## config.mk

```make
export PLATFORM = sky130hd
export DESIGN_NAME = mcuid_decoder
export DESIGN_NICKNAME = d
export VERILOG_FILES = /design/src/hdl/mcuid_pkg.sv /design/src/hdl/mcuid_decoder.sv /design/src/hdl/mcuid_phase.sv
export VERILOG_INCLUDE_DIRS = /design/src /design/src/hdl
export SDC_FILE = /design/constraint.sdc
export NUM_CORES = 1
export LEC_CHECK = 0
export ABC_AREA = 0
export BUFFER_PORTS_ARGS = -buffer_cell sky130_fd_sc_hd__buf_2
export CORE_MARGIN = 2
export CORE_UTILIZATION = 49
export CTS_CLUSTER_SIZE = 8
export DETAILED_ROUTE_END_ITERATION = 10
export PLACE_DENSITY = 0.77
export SETUP_SLACK_MARGIN = 0.1
export SLEW_MARGIN = 5
export SYNTH_ARGS = -nofsm -noshare
export SYNTH_HDL_FRONTEND = slang
export SYNTH_HIERARCHICAL = 1
export SYNTH_SLANG_ARGS = --single-unit
export TNS_END_PERCENT = 100
```

## constraint.sdc

```tcl
create_clock -name clk -period 3.3 [get_ports clk]
set_input_delay 0.66 -clock clk [delete_from_list [all_inputs] [get_ports clk]]
set_output_delay 0.66 -clock clk [all_outputs]
set_load 0.01 [all_outputs]
```

## src/hdl/mcuid_defines.svh

```systemverilog
// Constants of the instruction decoder: phases, field positions, opcode groups
// Function
// - Decode the 75 core instructions plus the 8 extended stack instructions.
// - Most instructions are one 16-bit word; exactly four take two words.
// - Destination bit zero writes the working register, one writes the file register.
// - Bit instructions pick a bit of the addressed file register by bit field.
// - Literal instructions carry a literal, sometimes a pointer designator, or nothing.
// - Control instructions carry an address, a call mode bit, a table mode, or nothing.
// - Second word of a two-word instruction has its top four bits all one.
// - A second word executed on its own behaves as a no-operation.
// - One cycle per single word; taken test or PC change adds a NOP cycle.
// - Every two-word instruction takes two instruction cycles.
// - One instruction cycle is four consecutive oscillator periods.
// - Access bit zero uses access RAM, one uses the bank select register.
// - Call mode bit set saves or restores shadow copies; clear leaves them alone.
// - Table mode: program pointer unchanged, post-increment, post-decrement or pre-increment.
`ifndef MCUID_DEFINES_SVH
`define MCUID_DEFINES_SVH
`define MCUID_PHASES 4
`define MCUID_WORD_W 16
`define MCUID_PADDR_W 21
`define MCUID_W2_PREFIX 4'hF
`define MCUID_DEST_BIT 9
`define MCUID_ACC_BIT 8
`define MCUID_BIT_HI 11
`define MCUID_BIT_LO 9
`define MCUID_SHADOW_BIT 0
`define MCUID_GRP_CTRL0 4'h0
`define MCUID_GRP_MOVFF 4'hC
`define MCUID_GRP_BRA 4'hD
`define MCUID_GRP_E 4'hE
`define MCUID_GRP_W2 4'hF
`define MCUID_SUB_CALL0 4'hC
`define MCUID_SUB_CALL1 4'hD
`define MCUID_SUB_LFSR 4'hE
`define MCUID_SUB_GOTO 4'hF
`endif

```

## src/hdl/mcuid_pkg.sv

```systemverilog
// Types shared by the instruction decoder files
package mcuid_pkg;
  typedef enum logic [2:0] {CLS_NOP, CLS_BYTE, CLS_BIT, CLS_LIT, CLS_CTRL, CLS_EXT} mcuid_class_t;
  typedef enum logic [1:0] {TBL_NONE, TBL_POST_INC, TBL_POST_DEC, TBL_PRE_INC} mcuid_tbl_t;
  typedef enum {ST_EXEC, ST_WORD2, ST_FLUSH} mcuid_state_t;
  typedef struct packed {
    mcuid_class_t cls;
    logic two_word;
    logic branch;
    logic cond;
    logic dest_file;
    logic use_bank;
    logic [11:0] file_addr;
    logic [11:0] file_dst;
    logic [2:0] bit_num;
    logic [7:0] bit_mask;
    logic [11:0] literal;
    logic [1:0] ptr_sel;
    logic [10:0] rel_off;
    logic [20:0] prog_addr;
    logic shadow_en;
    logic tbl_op;
    mcuid_tbl_t tbl_mode;
  } mcuid_fields_t;
  typedef struct packed {
    mcuid_state_t state;
    mcuid_fields_t dec;
    logic [15:0] first_word;
    logic cyc_start;
    logic nop_cycle;
    logic second_cycle;
    logic word2_bad;
    logic [1:0] phase;
  } mcuid_st_t;
endpackage

```

## src/hdl/mcuid_decoder.sv

```systemverilog
// Instruction fetch sequencing and field decode for the 8-bit core
`timescale 1ns/10ps
`include "mcuid_defines.svh"
module mcuid_decoder (
  // Clock and reset
  input wire logic clk,
  input wire logic rst,
  // Program memory word and execution feedback
  input wire logic [15:0] prog_word,
  input wire logic ext_en,
  input wire logic test_true,
  input wire logic pc_write,
  // Sequencing outputs
  output logic cycle_start,
  output logic nop_cycle,
  output logic second_cycle,
  output logic word2_bad,
  output logic [1:0] osc_phase,
  // Decoded fields
  output mcuid_pkg::mcuid_fields_t dec
);
  logic cycle_en;
  logic [1:0] phase_w;
  logic flush;
  mcuid_pkg::mcuid_st_t st_reg, st_next;

  mcuid_phase #(.PHASES(`MCUID_PHASES)) u_phase (
    .clk(clk),
    .rst(rst),
    .phase(phase_w),
    .cycle_en(cycle_en)
  );

  // Decode one program word; ext words decode as no-operation when disabled
  function automatic mcuid_pkg::mcuid_fields_t mcuid_decode(input logic [15:0] w, input logic ext);
    mcuid_pkg::mcuid_fields_t f;
    f = '0;
    f.cls = mcuid_pkg::CLS_NOP;
    f.tbl_mode = mcuid_pkg::TBL_NONE;
    f.dest_file = w[`MCUID_DEST_BIT];
    f.use_bank = w[`MCUID_ACC_BIT];
    f.file_addr = {4'h0, w[7:0]};
    f.bit_num = w[`MCUID_BIT_HI:`MCUID_BIT_LO];
    f.bit_mask = 8'h01 << w[`MCUID_BIT_HI:`MCUID_BIT_LO];
    f.literal = {4'h0, w[7:0]};
    f.rel_off = {{3{w[7]}}, w[7:0]};
    case (w[15:12])
      `MCUID_GRP_CTRL0:
      begin
        if (w[11])
          f.cls = mcuid_pkg::CLS_LIT;
        else if (w[11:8] == 4'h1)
        begin
          f.cls = mcuid_pkg::CLS_LIT;
          f.literal = {8'h00, w[3:0]};
        end
        else if (w[11:8] != 4'h0)
          f.cls = mcuid_pkg::CLS_BYTE;
        else if (w[7:3] == 5'h01)
        begin
          f.cls = mcuid_pkg::CLS_CTRL;
          f.tbl_op = 1'b1;
          f.tbl_mode = mcuid_pkg::mcuid_tbl_t'(w[1:0]);
        end
        else if (w[7:2] == 6'h04)
        begin
          f.cls = mcuid_pkg::CLS_CTRL;
          f.branch = 1'b1;
          f.shadow_en = w[`MCUID_SHADOW_BIT];
        end
        else if (w[7:0] == 8'h14)
        begin
          f.cls = ext ? mcuid_pkg::CLS_EXT : mcuid_pkg::CLS_NOP;
          f.branch = ext;
        end
        else if (w[7:0] == 8'hFF)
        begin
          f.cls = mcuid_pkg::CLS_CTRL;
          f.branch = 1'b1;
        end
        else if (w[7:0] != 8'h00)
          f.cls = mcuid_pkg::CLS_CTRL;
      end
      4'h1, 4'h2, 4'h3, 4'h4, 4'h5, 4'h6:
      begin
        f.cls = mcuid_pkg::CLS_BYTE;
        f.cond = (w[15:10] == 6'h0B) || (w[15:10] == 6'h0F) || (w[15:10] == 6'h12)
               || (w[15:10] == 6'h13) || (w[15:12] == 4'h6 && !w[11]);
      end
      4'h7, 4'h8, 4'h9, 4'hA, 4'hB:
      begin
        f.cls = mcuid_pkg::CLS_BIT;
        f.cond = (w[15:12] == 4'hA) || (w[15:12] == 4'hB);
      end
      `MCUID_GRP_MOVFF:
      begin
        f.cls = mcuid_pkg::CLS_BYTE;
        f.two_word = 1'b1;
        f.file_addr = w[11:0];
      end
      `MCUID_GRP_BRA:
      begin
        f.cls = mcuid_pkg::CLS_CTRL;
        f.branch = 1'b1;
        f.rel_off = w[10:0];
      end
      `MCUID_GRP_E:
      begin
        case (w[11:8])
          `MCUID_SUB_CALL0, `MCUID_SUB_CALL1:
          begin
            f.cls = mcuid_pkg::CLS_CTRL;
            f.two_word = 1'b1;
            f.shadow_en = w[`MCUID_ACC_BIT];
          end
          `MCUID_SUB_LFSR:
          begin
            f.cls = mcuid_pkg::CLS_LIT;
            f.two_word = 1'b1;
            f.ptr_sel = w[5:4];
            f.literal = {w[3:0], 8'h00};
          end
          `MCUID_SUB_GOTO:
          begin
            f.cls = mcuid_pkg::CLS_CTRL;
            f.two_word = 1'b1;
          end
          4'h8, 4'h9, 4'hA, 4'hB:
          begin
            f.cls = ext ? mcuid_pkg::CLS_EXT : mcuid_pkg::CLS_NOP;
            f.ptr_sel = w[7:6];
            f.literal = {6'h00, w[5:0]};
          end
          default:
          begin
            f.cls = mcuid_pkg::CLS_CTRL;
            f.cond = 1'b1;
          end
        endcase
      end
      default:
      begin
        f.cls = mcuid_pkg::CLS_NOP;
      end
    endcase
    return f;
  endfunction

  // Extra NOP cycle when a test is true or the PC is changed
  // taken costs one cycle
  assign flush = st_reg.dec.branch || (st_reg.dec.cond && test_true) || pc_write;

  // Sequencer: next word is taken at the end of each instruction cycle
  always_comb
  begin
    st_next = st_reg;
    st_next.cyc_start = cycle_en;
    st_next.phase = phase_w;
    if (cycle_en)
    begin
      st_next.nop_cycle = 1'b0;
      st_next.second_cycle = 1'b0;
      st_next.word2_bad = 1'b0;
      case (st_reg.state)
        mcuid_pkg::ST_EXEC:
        begin
          if (st_reg.dec.two_word)
          begin
            st_next.state = mcuid_pkg::ST_WORD2;
            st_next.second_cycle = 1'b1;
            st_next.word2_bad = (prog_word[15:12] != `MCUID_W2_PREFIX);
            st_next.dec.file_dst = prog_word[11:0];
            st_next.dec.literal = {st_reg.dec.literal[11:8], prog_word[7:0]};
            st_next.dec.prog_addr = {prog_word[11:0], st_reg.first_word[7:0], 1'b0};
          end
          else if (flush)
          begin
            st_next.state = mcuid_pkg::ST_FLUSH;
            st_next.nop_cycle = 1'b1;
            st_next.dec = '0;
          end
          else
          begin
            st_next.dec = mcuid_decode(prog_word, ext_en);
            st_next.first_word = prog_word;
          end
        end
        mcuid_pkg::ST_WORD2, mcuid_pkg::ST_FLUSH:
        begin
          // A fetched second word here decodes as a NOP, so a skip over it costs one more cycle
          st_next.state = mcuid_pkg::ST_EXEC;
          st_next.dec = mcuid_decode(prog_word, ext_en);
          st_next.first_word = prog_word;
        end
        default:
        begin
          st_next.state = mcuid_pkg::ST_EXEC;
          st_next.dec = '0;
        end
      endcase
    end
  end

  // State and output registers
  always_ff @(posedge clk or posedge rst)
  begin
    if (rst)
      st_reg <= '0;
    else
      st_reg <= st_next;
  end

  assign cycle_start = st_reg.cyc_start;
  assign nop_cycle = st_reg.nop_cycle;
  assign second_cycle = st_reg.second_cycle;
  assign word2_bad = st_reg.word2_bad;
  assign osc_phase = st_reg.phase;
  assign dec = st_reg.dec;
endmodule

```

## src/hdl/mcuid_phase.sv

```systemverilog
// Oscillator phase divider giving one enable per instruction cycle
`timescale 1ns/10ps
`include "mcuid_defines.svh"
module mcuid_phase #(
  parameter int PHASES = `MCUID_PHASES
) (
  // Clock and reset
  input wire logic clk,
  input wire logic rst,
  // Phase outputs
  output logic [1:0] phase,
  output logic cycle_en
);
  // Refuse a phase count that the two-bit counter cannot hold
  if (PHASES < 2 || PHASES > 4)
  begin
    $error("PHASES must be 2 to 4");
  end

  typedef struct packed {
    logic [1:0] cnt;
    logic en;
  } mcuid_ph_t;
  mcuid_ph_t ph_reg, ph_next;

  // Count oscillator periods; the pulse marks the last one of a cycle
  // four-period cycle
  always_comb
  begin
    ph_next = ph_reg;
    ph_next.en = (ph_reg.cnt == 2'(PHASES - 2));
    if (ph_reg.cnt == 2'(PHASES - 1))
      ph_next.cnt = 2'h0;
    else
      ph_next.cnt = ph_reg.cnt + 2'h1;
  end

  // State register
  always_ff @(posedge clk or posedge rst)
  begin
    if (rst)
      ph_reg <= '0;
    else
      ph_reg <= ph_next;
  end

  assign phase = ph_reg.cnt;
  assign cycle_en = ph_reg.en;
endmodule

```

# Word-level counts from Yosys, hierarchy flattened
# Cells that the tools add are included.
op_classes:
  n_eq_ne: 39
  shifts: 1
  n_reduce_logical: 26
  n_addsub: 1
  mux: 57
ops:
  columns: ["op", "n"]
  rows:
  - ["125-bit one-hot mux with 2 select lines", 1]
  - ["93-bit two-way mux", 1]
  - ["32-bit two-way mux", 2]
  - ["4-bit equality test, second input constant", 15]
  - ["20-bit two-way mux", 2]
  - ["12-bit two-way mux", 3]
  - ["3-bit two-way mux", 12]
  - ["32-bit by 1-bit equality test with 1-bit output, second input constant", 1]
  - ["32-bit by 2-bit equality test with 1-bit output, second input constant", 1]
  - ["32-bit zero test", 1]
  - ["14-bit one-hot mux with 2 select lines", 1]
  - ["12-bit one-hot mux with 2 select lines", 1]
  - ["11-bit two-way mux", 2]
  - ["21-bit two-way mux", 1]
  - ["4-bit by 3-bit equality test with 1-bit output, second input constant", 4]
  - ["16-bit two-way mux", 1]
  - ["8-bit two-way mux", 2]
  - ["8-bit one-hot mux with 2 select lines", 1]
  - ["3-bit one-hot mux with 5 select lines", 1]
  - ["1-bit two-way mux", 14]
  - ["13-bit two-way mux", 1]
  - ["6-bit by 4-bit equality test with 1-bit output, second input constant", 2]
  - ["6-bit by 5-bit equality test with 1-bit output, second input constant", 2]
  - ["4-bit two-way mux", 3]
  - ["31 further kinds", 49]
totals:
  wordCells: 151
  inputBits: 21
  out_inout_bits: 99
  regBits: 142

# Logic depth before layout (Yosys ltp)
logic_depth:
  ltp_word: 13
  depth_mapped: 8

# Hierarchy
# The synthesis kept the hierarchy.
modules_own_cells:
  columns: ["mod", "instances", "cells_each", "area_each_um2"]
  rows:
  - ["mcuid_decoder", 1, 456, 4828.4]
  - ["mcuid_phase", 1, 9, 115.1]

# Worst setup path after synthesis
# Ideal clock, no wire load.
synth_path:
  path_kind: "input port to flip-flop"
  start: "in test_true"
  end: "reg st_reg[12] (netlist bit)"
  arrival_time_ps: 1700
  setup_slack_ps: 1475
  required_time_ps: 3175
  cell_stages: 4
  n_path_buf: 0
  cell_sequence: "a211oi_4 > nand2_1 > a21oi_4 > mux2_2"
synth_via:
  elab_chain_len: 5
synth_lines:
  columns: ["item", "line_no", "rtl"]
  rows:
  - ["from (decl)", "mcuid_decoder.sv:11", "input wire logic test_true,"]
  - ["1-bit logical AND", "mcuid_decoder.sv:151", "assign flush = st_reg.dec.branch || (st_reg.dec.cond && test_true) || pc_write;"]
  - ["1-bit logical OR (2 in series)", "mcuid_decoder.sv:151", null]
  - ["2-bit != test (no line)", null, null]
  - ["4-bit AND reduction (no line)", null, null]
  - ["to (signal assigned)", "mcuid_decoder.sv:210", "st_reg <= st_next;"]
  - ["to (decl)", "mcuid_decoder.sv:25", "mcuid_pkg::mcuid_st_t st_reg, st_next;"]
# No other way between the ends.
# A chain may end at the register's enable or synchronous reset.

# Final worst setup path
layout_path:
  start: "reg st_reg[115] (netlist bit)"
  end: "reg st_reg[13] (netlist bit)"
layout_via:
  elab_chain_len: 4
layout_lines:
  columns: ["item", "line_no", "rtl"]
  rows:
  - ["32-bit by 1-bit equality test with 1-bit output / 32-bit by 2-bit equality test with 1-bit output (equally long branches)", "mcuid_decoder.sv:164", "case (st_reg.state)"]
  - ["2-bit OR reduction", "mcuid_decoder.sv:164", null]
  - ["2-bit nonzero test (no line)", null, null]
  - ["4-bit AND reduction (no line)", null, null]
# Parallel ways exist; a longest one is shown, timed or not.

==> results by group <==
Detailed routing
  – DRT antenna net count: 0
  – Vias per inst: ~5.6
  – TritonRoute pass-1 iters: 4
  – Wirelength, routed: 11200 um
  – Routed len/inst: 18.3 um
  – First DRT Iteration DRCs: 190
  – Drc violations: 0
  – Via count: approximately 3500

Finish
  – Area growth syn-to-layout: 3.14%
  – Share of post-route cells with drive strength above 1: about a third
  – Nets: 500
  – Max FFs per register: 80
  – Final Util: 52.2%
  – Antenna Cells: 0

Setup path
  – RR Endpoint: st_reg[13]
  – Crit-path cells: inv_1 > ha_1 > nand2_1 > nand2_2 > a21oi_4 > mux2_2
  – CP arrival: roughly 2.6 ns
  – Max incr delay on CP: around 0.43 ns
  – Bufs and invs on worst path: 1
  – Flop2flop setup slack: a little under 1 ns
  – Critical Path RT: approximately 3.6 ns
  – Critical Path End Type: flip-flop
  – Top delay family on crit path: simple AND/OR/NAND/NOR gates
  – Critical path launch point type: flip-flop
  – Slowest cell on the critical path: a21oi_4
  – Worst-path maximum fanout: 30
  – Kind of critical path: reg2reg
  – FF-to-FF path depth: 6
  – RR Startpoint: st_reg[115]

Power and ir drop
  – Sequential power share: between 40% and 50%
  – Static leakage: between 2 and 3 nW
  – Clk network pwr share: approximately a quarter
  – Combinational share of power: 27.3%
  – Maximum vdd drop: between 0.0002 and 0.0003 V
  – Cell area power density: 674 nW/um^2
  – Psw: 1.12 mW
  – Internal Pwr Total: 2.31 mW
  – Switching share of power: approximately 33%

GRT
  – M3 GR Usage: approximately 4.6%
  – Initial antenna violation count: 0
  – Total gr overflow: 0
  – Met1 Track Usage GR: between 20% and 30%
  – Number of global-route vias before repair: about 3400
  – Global routing usage on met2: a little under a third
  – First-pass GRT wire length: 18000 um
  – Grt peak-use layer: met2
  – Total GRT Usage: between 20% and 30%
  – Largest net degree at the start of global routing: 55

Logic synthesis
  – Number of synthesized flops with an enable pin: 0
  – Ys flop type: dfrtp_1
  – Post-synth cell types: between 50 and 60
  – Sequential share of the synthesized area: between 50% and 60%
  – FF+latch count, synth: 99
  – Number of synthesis warnings: 6
  – Mapped Cells: around 470
  – Largest area contributor in the netlist: dfrtp_1
  – Mapped cell area: 4940 um^2
  – Syn avg cell area: 10.6 um^2
  – Post-synth ARST share: between 90% and 100%
  – Post-synth top area share: 50.1%
  – Synth area leaders: dfrtp_1, buf_4, a22o_1
  – Syn nets: between 400 and 500

STA
  – Achievable clock frequency: 0.432 GHz
  – Final period utilization: a little over two thirds
  – Total Neg Setup Slack: 0 ns
  – Final Hold Vio Count: 0
  – Final Skew: a little under 0.01 ns
  – Max-slew violations: 0
  – Final Critical Period: 2.31 ns
  – Least-Margin Pin Slew: 0.921 ns
  – RSZ-0062 raised after global routing: no
  – Slew headroom: between 30% and 40%
  – Final setup fails: 0

Clocking
  – H-tree depth: 3
  – Longest Clk Path Bufs: 2
  – Cts bufs inserted: 9
  – Clock Latency Late Sink: between 0.3 and 0.4 ns
  – CTS tree: yes
  – Hold_buf cts: 0
  – Root Driver: clkbuf_8
  – Clock sinks: 99
  – Setup bufs post-CTS: 0
  – Resize count post-CTS: 0
  – Worst-path clk slew: 0.09 ns

Status
  – Run status: completed

Floorplan
  – Initial Utilization: slightly above 50%
  – Die H: 104 um
  – Die W: around 100 um
  – Cell Rows: 36
  – Core area: 9770 um^2
  – # IOs: 120
  – Area of the die: around 11000 um^2

Placed design
  – DPL Wire Length: ~8000 um
  – I/O Buffers: approximately 120
  – GP Congestion: between 0.9 and 1

Hold path
  – Hold Path Class: in2async

Flow run
  – Max-cap viol count: 0
## logic make-up after synthesis
group	Yosys count	share of synthesized area, %
buffers and inverters	142	18.6
other	1	0.0759
multiplexers	8	1.82
flip-flops	99	50.1
AO/OA/AOI/OAI	122	18.7
AND/OR/NAND/NOR	89	9.67
adder cells (fa/ha/maj)	4	1.01
## area by class of cell
cell class	count	area (um^2)
Fill cell	897	4680
Sequential cell	99	2480
Multi-Input combinational cell	224	1550
Timing Repair Buffer	121	626
Tap cell	133	166
Clock buffer	11	151
Inverter	20	77.6
Clock inverter	4	50.0
## cell usage after synthesis (all sizes together), types with 4 or more instances
cell type  number
o31ai           4
a22oi           4
nand3           5
clkbuf         10
nand4           4
ha              4
buf           112
o21ai          30
nand2          42
a22o           36
nor2           10
and4b           4
a21oi           9
a31oi           5
dfrtp          99
mux2            8
a32o            7
nor2b           4
o2bb2ai         8
inv            19
nor4            4
nor3            4
## through the flow
| step | std cells | setup slack, ns | instance area, um^2 | hold slack (ns) | total power [mW] |
|---|---|---|---|---|---|
| 3_5_place_dp | 597 | 1.04 | 4900 | 0.398 | 2.67 |
| 4_1_cts | 612 | 1.03 | 5100 | 0.162 | 3.46 |
| 2_1_floorplan | 465 | 0.135 | 4940 | 0.355 | 2.58 |
| 5_1_grt | 612 | 0.853 | 5100 | 0.174 | 3.62 |
| 3_3_place_gp | 597 | 1.17 | 4900 | 0.394 | 2.62 |
| 6_report | 612 | 0.985 | 5100 | 0.171 | 3.43 |
## layer usage
| metal | part of all wire [%] | up-vias |
|---|---|---|
| li1 | - | 1558 |
| met1 | 45 | 1736 |
| met2 | 47 | 140 |
| met3 | 6.6 | 16 |
| met4 | 1.5 | 0 |
| met5 | 0 | - |
## layout by cell type, fill, tap and decap left out, types with 4 or more instances in the layout
cell       instances
buf_2            118
dfrtp_1           99
nand2_1           40
a22o_1            36
o21ai_0           30
inv_1             18
clkbuf_8          11
nor2_1             9
mux2_2             8
o2bb2ai_1          8
a21oi_1            7
a32o_1             7
nand3_1            5
a31oi_1            5
nor2b_1            4
nor3_1             4
nand4_1            4
and4b_1            4
a22oi_1            4
o31ai_1            4
ha_1               4
## worst max path at each step
stage          cells after the start           to  slack, ns         from
2_1_floorplan                      1  cycle_start       0.13          rst
3_3_place_gp                       6   st_reg[10]       1.17  st_reg[115]
3_5_place_dp                       6   st_reg[13]       1.04  st_reg[115]
4_1_cts                            6   st_reg[13]       1.03  st_reg[115]
5_1_grt                            6   st_reg[10]       0.85  st_reg[115]
6_report                           6   st_reg[13]       0.99  st_reg[115]
## power by group through the flow
stage | combinational, mW | sequential, mW | clock, mW
2_1_floorplan | 0.918 | 1.67 | 0
3_3_place_gp | 0.918 | 1.70 | 0
3_5_place_dp | 0.947 | 1.72 | 0
4_1_cts | 0.948 | 1.70 | 0.813
5_1_grt | 1.03 | 1.73 | 0.859
6_report | 0.939 | 1.70 | 0.799
No activity file was read; power rests on OpenSTA's default activity.
